`src/hdl/dfc_pkg.sv`:
```
// Package for the data fault cause register block
package dfc_pkg;

  localparam int DFC_W = 32;

  // Field positions
  localparam int FNV_BIT = 16;
  localparam int CM_BIT = 13;
  localparam int EXT_BIT = 12;
  localparam int WNR_BIT = 11;
  localparam int LDF_BIT = 9;
  localparam int STAT_LSB = 0;
  localparam int STAT_W = 6;

  // Writable bits mask, bit 9 reads one
  localparam logic [31:0] RW_MASK = 32'h0001_383f;
  localparam logic [31:0] RES1_MASK = 32'h0000_0200;

  // Coprocessor encoding of the register
  localparam logic [3:0] ENC_COPROC = 4'hf;
  localparam logic [2:0] ENC_OPC1 = 3'h0;
  localparam logic [3:0] ENC_CRN = 4'h5;
  localparam logic [3:0] ENC_CRM = 4'h0;
  localparam logic [2:0] ENC_OPC2 = 3'h0;
  // Coproc encoding space of cache and translation system instructions
  localparam logic [2:0] SYS_SPACE = 3'h7;

  // Exception levels
  localparam logic [1:0] EL0 = 2'h0;
  localparam logic [1:0] EL1 = 2'h1;

  // Fault class codes
  typedef enum logic [5:0] {
    FC_TRANSLATION = 6'h04,
    FC_PERMISSION = 6'h0c,
    FC_SYNC_EXT = 6'h10,
    FC_SYSTEM_ERROR_INTERRUPT = 6'h11,
    FC_SYNC_PARITY = 6'h18,
    FC_SYSTEM_ERROR_INTERRUPT_PARITY = 6'h19,
    FC_ALIGNMENT = 6'h21,
    FC_DEBUG = 6'h22,
    FC_LOCKDOWN = 6'h34,
    FC_EXCL_UNSUP = 6'h35
  } dfc_class_t;

  // Fault report from the load/store pipeline
  typedef struct packed {
    logic valid;
    dfc_class_t fclass;
    logic write;
    logic cache_maint;
    logic sys_space;
    logic ext_type;
    logic far_invalid;
  } dfc_fault_t;

  // Coprocessor transfer request
  typedef struct packed {
    logic valid;
    logic write;
    logic [1:0] el;
    logic [3:0] coproc;
    logic [2:0] opc1;
    logic [3:0] crn;
    logic [3:0] crm;
    logic [2:0] opc2;
    logic [31:0] wdata;
  } dfc_xfer_t;

  // Transfer outcome
  typedef struct packed {
    logic done;
    logic hyp_trap;
    logic undef;
    logic [31:0] rdata;
  } dfc_resp_t;

endpackage : dfc_pkg

```
`src/hdl/dfc_status.sv`:
```
// Data fault cause register with fault capture and access traps
`timescale 1ns/100ps

module dfc_status
  import dfc_pkg::*;
#(
  parameter bit HYP_PRESENT = 1'b1,
  parameter bit EXT_CLASSIFY = 1'b0
) (
  input wire logic clk,
  input wire logic reset_n,
  input dfc_fault_t fault_i,
  input dfc_xfer_t xfer_i,
  input wire logic hyp_trap_memctl_writes,
  input wire logic hyp_trap_memctl_reads,
  input wire logic hyp_trap_primary_reg5,
  output dfc_resp_t resp_o,
  output logic [31:0] data_fault_cause_o
);

  logic [31:0] cause_q;
  logic [31:0] cause_d;
  dfc_resp_t resp_q;
  dfc_resp_t resp_d;

  // Without a classification scheme bit 12 stays zero, even on writes
  localparam logic [31:0] SW_MASK =
    RW_MASK & ~(32'(!EXT_CLASSIFY) << EXT_BIT);

  function automatic logic is_known_class(input logic [5:0] c);
    case (c)
      FC_TRANSLATION, FC_PERMISSION, FC_SYNC_EXT, FC_SYSTEM_ERROR_INTERRUPT,
      FC_SYNC_PARITY, FC_SYSTEM_ERROR_INTERRUPT_PARITY, FC_ALIGNMENT, FC_DEBUG,
      FC_LOCKDOWN, FC_EXCL_UNSUP: is_known_class = 1'b1;
      default: is_known_class = 1'b0;
    endcase
  endfunction : is_known_class

  function automatic logic is_sync(input logic [5:0] c);
    is_sync = (c != FC_SYSTEM_ERROR_INTERRUPT) && (c != FC_SYSTEM_ERROR_INTERRUPT_PARITY);
  endfunction : is_sync

  function automatic logic is_external(input logic [5:0] c);
    is_external = (c == FC_SYNC_EXT) || (c == FC_SYSTEM_ERROR_INTERRUPT) ||
                  (c == FC_SYNC_PARITY) || (c == FC_SYSTEM_ERROR_INTERRUPT_PARITY);
  endfunction : is_external

  // Register selection
  wire sel_hit = xfer_i.valid && (xfer_i.coproc == ENC_COPROC) &&
    (xfer_i.opc1 == ENC_OPC1) && (xfer_i.crn == ENC_CRN) &&
    (xfer_i.crm == ENC_CRM) && (xfer_i.opc2 == ENC_OPC2);
  wire from_el0 = xfer_i.el == EL0;
  wire from_el1 = xfer_i.el == EL1;
  wire undef_acc = sel_hit && from_el0;
  wire trap_wr = xfer_i.write && hyp_trap_memctl_writes;
  wire trap_rd = !xfer_i.write && hyp_trap_memctl_reads;
  wire trap_acc = sel_hit && from_el1 && HYP_PRESENT &&
    (trap_wr || trap_rd || hyp_trap_primary_reg5);
  wire do_write = sel_hit && xfer_i.write && !undef_acc && !trap_acc;
  wire do_read = sel_hit && !xfer_i.write && !undef_acc && !trap_acc;

  // Fault record build; unknown codes from a fault report never land in the register
  wire [5:0] fc = fault_i.fclass;
  wire fault_take = fault_i.valid && is_known_class(fc);
  wire sync_ext = (fc == FC_SYNC_EXT) || (fc == FC_SYNC_PARITY);
  wire f_fnv = sync_ext && fault_i.far_invalid;
  // Asynchronous value is unspecified; zero is the cheapest choice
  wire f_cm = is_sync(fc) && fault_i.cache_maint;
  wire f_ext = EXT_CLASSIFY && is_external(fc) && fault_i.ext_type;
  // Any system instruction fault in that space reports a write
  wire f_wnr = fault_i.write || fault_i.sys_space;
  wire [31:0] fault_word = RES1_MASK |
    (32'(f_fnv) << FNV_BIT) | (32'(f_cm) << CM_BIT) |
    (32'(f_ext) << EXT_BIT) | (32'(f_wnr) << WNR_BIT) |
    (32'(fc) << STAT_LSB);
  wire [31:0] sw_word = (xfer_i.wdata & SW_MASK) | RES1_MASK;

  // Hardware capture outranks a software write in the same cycle
  assign cause_d = fault_take ? fault_word :
                   do_write ? sw_word : cause_q;

  always_comb begin
    resp_d = '0;
    resp_d.done = sel_hit;
    resp_d.hyp_trap = trap_acc;
    resp_d.undef = undef_acc;
    resp_d.rdata = do_read ? cause_q : 32'h0000_0000;
  end

  // Reset value is unspecified; a clean constant is used
  always_ff @(posedge clk or negedge reset_n) begin
    if (!reset_n) begin
      cause_q <= RES1_MASK;
      resp_q <= '0;
    end else begin
      cause_q <= cause_d;
      resp_q <= resp_d;
    end
  end

  assign resp_o = resp_q;
  assign data_fault_cause_o = cause_q;

  // Fault capture checks
  a_fault_capture: assert property (
    @(posedge clk) disable iff (!reset_n)
    fault_take |=> cause_q[5:0] == $past(fc))
    else $error("fault class not captured");
  a_fnv_only_sync: assert property (
    @(posedge clk) disable iff (!reset_n)
    fault_take && !sync_ext |=> !cause_q[FNV_BIT])
    else $error("invalid-address flag on wrong class");
  a_fnv_capture: assert property (
    @(posedge clk) disable iff (!reset_n)
    fault_take && sync_ext
    |=> cause_q[FNV_BIT] == $past(fault_i.far_invalid))
    else $error("invalid-address flag lost");
  a_cm_async_zero: assert property (
    @(posedge clk) disable iff (!reset_n)
    fault_take && !is_sync(fc) |=> !cause_q[CM_BIT])
    else $error("cache flag on asynchronous fault");
  a_cm_sync: assert property (
    @(posedge clk) disable iff (!reset_n)
    fault_take && is_sync(fc)
    |=> cause_q[CM_BIT] == $past(fault_i.cache_maint))
    else $error("cache flag lost on synchronous fault");
  a_ext_zero: assert property (
    @(posedge clk) disable iff (!reset_n)
    fault_take && !is_external(fc) |=> !cause_q[EXT_BIT])
    else $error("external type bit on non-external abort");
  a_ext_unclassified: assert property (
    @(posedge clk) disable iff (!reset_n)
    EXT_CLASSIFY || !cause_q[EXT_BIT])
    else $error("external type bit set without classification");
  a_wnr_dir: assert property (
    @(posedge clk) disable iff (!reset_n)
    fault_take && fault_i.write |=> cause_q[WNR_BIT])
    else $error("write direction lost");
  a_wnr_read: assert property (
    @(posedge clk) disable iff (!reset_n)
    fault_take && !fault_i.write && !fault_i.sys_space
    |=> !cause_q[WNR_BIT])
    else $error("read fault marked write");
  a_wnr_sys: assert property (
    @(posedge clk) disable iff (!reset_n)
    fault_take && fault_i.sys_space |=> cause_q[WNR_BIT])
    else $error("system instruction fault not marked write");
  a_class_legal: assert property (
    @(posedge clk) disable iff (!reset_n)
    $changed(cause_q) && $past(fault_take)
    |-> is_known_class(cause_q[5:0]))
    else $error("reserved fault class produced");
  a_class_ignored: assert property (
    @(posedge clk) disable iff (!reset_n)
    fault_i.valid && !is_known_class(fc) && !do_write
    |=> $stable(cause_q))
    else $error("reserved fault class recorded");

  // Software access checks
  a_read_data: assert property (
    @(posedge clk) disable iff (!reset_n)
    do_read |=> resp_o.rdata == $past(cause_q))
    else $error("read data mismatch");
  a_sel_done: assert property (
    @(posedge clk) disable iff (!reset_n)
    sel_hit |=> resp_o.done)
    else $error("selected transfer not answered");
  a_unsel_quiet: assert property (
    @(posedge clk) disable iff (!reset_n)
    !sel_hit |=> !resp_o.done && !resp_o.hyp_trap && !resp_o.undef)
    else $error("answer without a selected transfer");
  a_write_lands: assert property (
    @(posedge clk) disable iff (!reset_n)
    do_write && !fault_take
    |=> cause_q == (($past(xfer_i.wdata) & SW_MASK) | RES1_MASK))
    else $error("register write not stored");
  a_write_rdata: assert property (
    @(posedge clk) disable iff (!reset_n)
    sel_hit && xfer_i.write |=> resp_o.rdata == 32'h0000_0000)
    else $error("write returned data");

  // Trap, refusal and reserved bit checks
  a_trap_wr: assert property (
    @(posedge clk) disable iff (!reset_n)
    HYP_PRESENT && sel_hit && from_el1 && xfer_i.write &&
    hyp_trap_memctl_writes && !fault_take
    |=> resp_o.hyp_trap && $stable(cause_q))
    else $error("trapped write not trapped");
  a_trap_rd: assert property (
    @(posedge clk) disable iff (!reset_n)
    HYP_PRESENT && sel_hit && from_el1 && !xfer_i.write &&
    hyp_trap_memctl_reads
    |=> resp_o.hyp_trap && resp_o.rdata == 32'h0000_0000)
    else $error("trapped read returned data");
  a_trap_t5: assert property (
    @(posedge clk) disable iff (!reset_n)
    HYP_PRESENT && sel_hit && from_el1 && hyp_trap_primary_reg5
    |=> resp_o.hyp_trap)
    else $error("register 5 trap missed");
  a_trap_t5_keep: assert property (
    @(posedge clk) disable iff (!reset_n)
    HYP_PRESENT && sel_hit && from_el1 && hyp_trap_primary_reg5 &&
    !fault_take |=> $stable(cause_q))
    else $error("register 5 trap changed the register");
  a_reserved: assert property (
    @(posedge clk) disable iff (!reset_n)
    (cause_q & ~RW_MASK) == RES1_MASK)
    else $error("reserved bits wrong");
  a_res1_bit: assert property (
    @(posedge clk) disable iff (!reset_n)
    cause_q[LDF_BIT])
    else $error("bit 9 not one");
  a_el0_undef: assert property (
    @(posedge clk) disable iff (!reset_n)
    sel_hit && from_el0 && !fault_take
    |=> resp_o.undef && !resp_o.hyp_trap && $stable(cause_q))
    else $error("EL0 access not refused");
  a_undef_only: assert property (
    @(posedge clk) disable iff (!reset_n)
    resp_o.undef |-> !resp_o.hyp_trap)
    else $error("refused access also trapped");

endmodule : dfc_status

```
`config.mk`:
```
export PLATFORM = sky130hd
export DESIGN_NAME = dfc_status
export DESIGN_NICKNAME = d
export VERILOG_FILES = /design/src/hdl/dfc_pkg.sv /design/src/hdl/dfc_status.sv
export SDC_FILE = /design/constraint.sdc
export NUM_CORES = 1
export LEC_CHECK = 0
export BUFFER_PORTS_ARGS = -buffer_cell sky130_fd_sc_hd__buf_2
export CAP_MARGIN = 20
export CORE_ASPECT_RATIO = 1.4
export CORE_MARGIN = 2
export CORE_UTILIZATION = 30
export DETAILED_ROUTE_END_ITERATION = 10
export GPL_TIMING_DRIVEN = 0
export PLACE_DENSITY = 0.71
export SLEW_MARGIN = 40
export SYNTH_ARGS = -nofsm -noshare
export SYNTH_HDL_FRONTEND = slang
export SYNTH_SLANG_ARGS = --single-unit
export TNS_END_PERCENT = 20
```
`constraint.sdc`:
```
create_clock -name clk -period 0.95 [get_ports clk]
set_clock_uncertainty 0.05 [all_clocks]
set_input_delay 0.285 -clock clk [delete_from_list [all_inputs] [get_ports clk]]
set_output_delay 0.285 -clock clk [all_outputs]
set_load 0.02 [all_outputs]
```
==> flow_summary.ini <==
[clock_network]
cts.clk_slew.worst_paths_ns = 0.08
numCtsBuffers = 3
cts_max_path_buffers = 2
clock_sinks = 22
root_buffer = clkbuf_8
cts_tree = built
htreeDepth = 1
clk_latency_ns = 0.26

[place]
io_buffers = 68
dp_slack_ns = -1.26
dp_hpwl_mm = 2.47
place.gp.congestion = 0.747
dp.cells = 305
place_area_um2 = 1990

[pwr]
p_leak_nw = 1.30
total_power_mw = 2.65
ir_worst_vdd_mv = 0.476
powerDensity_nw_per_um2 = 1200

[final_layout]
fin_cells = 315
drive_above_1_share_pct = 57.3
nNetsFinal = 325
finalInstanceArea_um2 = 2210
fill_cells = 433
final_cell_mix = buf_2 (57), buf_4 (48), conb_1 (45)
layout_commonest_cell = buf_2
diodes = 0
syn_to_final_growth_pct = 57.0

[detailed_routing]
wirelength_mm = 3.16
num_vias = 1180
wl_per_cell_um = 10.0
drt_iter0_drc = 9
vias_per_cell = 3.75
drc = 0
drtAntennaViolNets = 0
firstDrtPassIters = 4

[sta]
hold_viol = 0
max_freq_mhz = 552
timing.final.crit_share_pct = 191
tns_ns = -19.10
rsz0062_at_grt = true
min_period_ns = 1.81
slew_viol_final = 0
setup_violations = 44
finalWorstSetupSlack_ns = -0.861

[die]
die_area_um2 = 5270
initial_utilization_pct = 31.1
die_w_um = 61.9
pin_count = 138
rows = 29
chipHeight_um = 85.1
fp.coreArea_um2 = 4540

[critical_path]
critPathLaunchType = input pin
crit_arrival_ns = 1.91
path_class = input pin to flip-flop
timing.critical_path.buf_inv = 1
critPathMostFrequentCell = mux2_4
crit_path_top_delay_cell = or4_4
end_kind = flip-flop
max_stage_delay_ns = 0.54
crit_path_max_fanout = 7
crit_family = simple AND/OR/NAND/NOR gates
crit_chain = buf_6 > or4_4 > nor3b_4 > nand4_4 > mux2_4 > mux2_4
crit_required_ns = 1.05

[synthesis]
yosys_warnings = 0
synth_compound_area_share_pct = 3.82
synth.area.mux_share_pct = 12.9
syn_area_um2 = 1410
synth-adder-area-share_pct = 0
synthCells = 132
synth_cell_type_count = 32
synth_seq_cells = 22
synth_top_family_by_area = buffers and inverters
synth-simple-area-share_pct = 18.7
synthXorXnorAreaFrac_pct = 0
syn_avg_cell_area_um2 = 10.7
yosysSeqAreaShare_pct = 39.0

[min_path]
min_path_type = input pin to flip-flop

[global_routing]
track_usage_pct = 10.8
antenna_found_initial = 0
overflow = 0
grt_max_degree = 23
grt_pass1_wl_mm = 4.26
grt_pass1_vias = 1095

[outcome]
violations = setup timing
status = finished, violations left

[run]
drv_cap = 0
layer usage:
layer | global-route usage (%) | vias up | share of wire (%)
met4 | 5.80 | 0 | 1.2
met1 | 10.1 | 503 | 35
met5 | 0 | - | 0
met3 | 2.29 | 2 | 12
met2 | 20.1 | 77 | 51
li1 | - | 598 | -
state kept, by name (all words and copies together), names as in the netlist:
register            count
data_fault_cause_o      9
resp_o                 13
metrics by stage:
stage               hold WS, ns  utilization [%]
floorplan               -0.0606                -
global placement          0.225             43.9
detailed placement        0.226             43.9
CTS                       0.145             46.4
global route              0.156             48.8
finish                    0.157             48.8
cell usage after synthesis:
cell type | count | share of area, %
buf_4 | 45 | 24
dfrtp_1 | 22 | 39
and2_1 | 10 | 4.4
mux2_2 | 9 | 7.2
mux2i_1 | 8 | 5.7
nor2_1 | 4 | 1.1
inv_1 | 3 | 0.80
nand2_1 | 3 | 0.80
nand4b_1 | 3 | 1.9
conb_1 | 2 | 0.53
nand3b_1 | 2 | 1.1
a2111oi_0 | 1 | 0.62
a21bo_2 | 1 | 0.71
a21oi_1 | 1 | 0.35
a31o_2 | 1 | 0.62
and4b_1 | 1 | 0.71
clkbuf_1 | 1 | 0.27
nand2b_1 | 1 | 0.44
nand3_1 | 1 | 0.35
nand4_4 | 1 | 1.5
nand4bb_1 | 1 | 0.80
nor3_1 | 1 | 0.35
nor3b_1 | 1 | 0.53
nor3b_2 | 1 | 0.89
nor3b_4 | 1 | 1.3
nor4b_1 | 1 | 0.62
o21ai_0 | 1 | 0.35
o21bai_1 | 1 | 0.53
o32ai_1 | 1 | 0.62
or3b_2 | 1 | 0.62
or4_1 | 1 | 0.53
or4_4 | 1 | 0.80
power by group:
group | internal [mW] | leakage, nW | switching [mW] | total [mW]
registers | 1.03 | 0.291 | 0.0637 | 1.09
clock network | 0.369 | 0.0288 | 0.289 | 0.658
logic | 0.433 | 0.983 | 0.467 | 0.900
total | 1.83 | 1.30 | 0.820 | 2.65
what timing repair did:
action / 4_1_cts / 5_1_grt
endpoints found under the setup margin: 44 / 66
pin swaps: 2 / 8
cloned: 0 / 1
endpoints found under the hold margin: 22 / 0
hold buffers: 1 / 0
setup buffers: 3 / 1
gates resized for setup: 5 / 30
final timing paths:
path | from | end | slack, ns | cells past startpoint
worst min register to register | data_fault_cause_o[2] | resp_o[2] | 0.45 | 1
worst max-delay path | xfer_i[35] | data_fault_cause_o[3] | -0.86 | 6
max in group asynchronous | reset_n | resp_o[4] | 0.19 | 2
worst min-delay path | xfer_i[50] | resp_o[32] | 0.16 | 2
min in group asynchronous | reset_n | resp_o[11] | 0.43 | 2
worst max register to register | data_fault_cause_o[3] | data_fault_cause_o[3] | -0.15 | 2
area by class of cell:
cell class	instances	area, um2	share of cell area (%)
Multi-Input combinational cell	104	717	32.4
Sequential cell	22	551	24.9
Timing Repair Buffer	74	460	20.8
Buffer	46	342	15.4
Tap cell	62	77.6	3.50
Clock buffer	4	55.1	2.49
Inverter	3	11.3	0.509
cells by family after synthesis:
group | count (synthesis)
DFF | 22
other | 2
AOI/OAI and AO/OA | 7
buffers and inverters | 49
muxes | 17
and+or+nand+nor | 35
(Power assumes the default switching activity.)
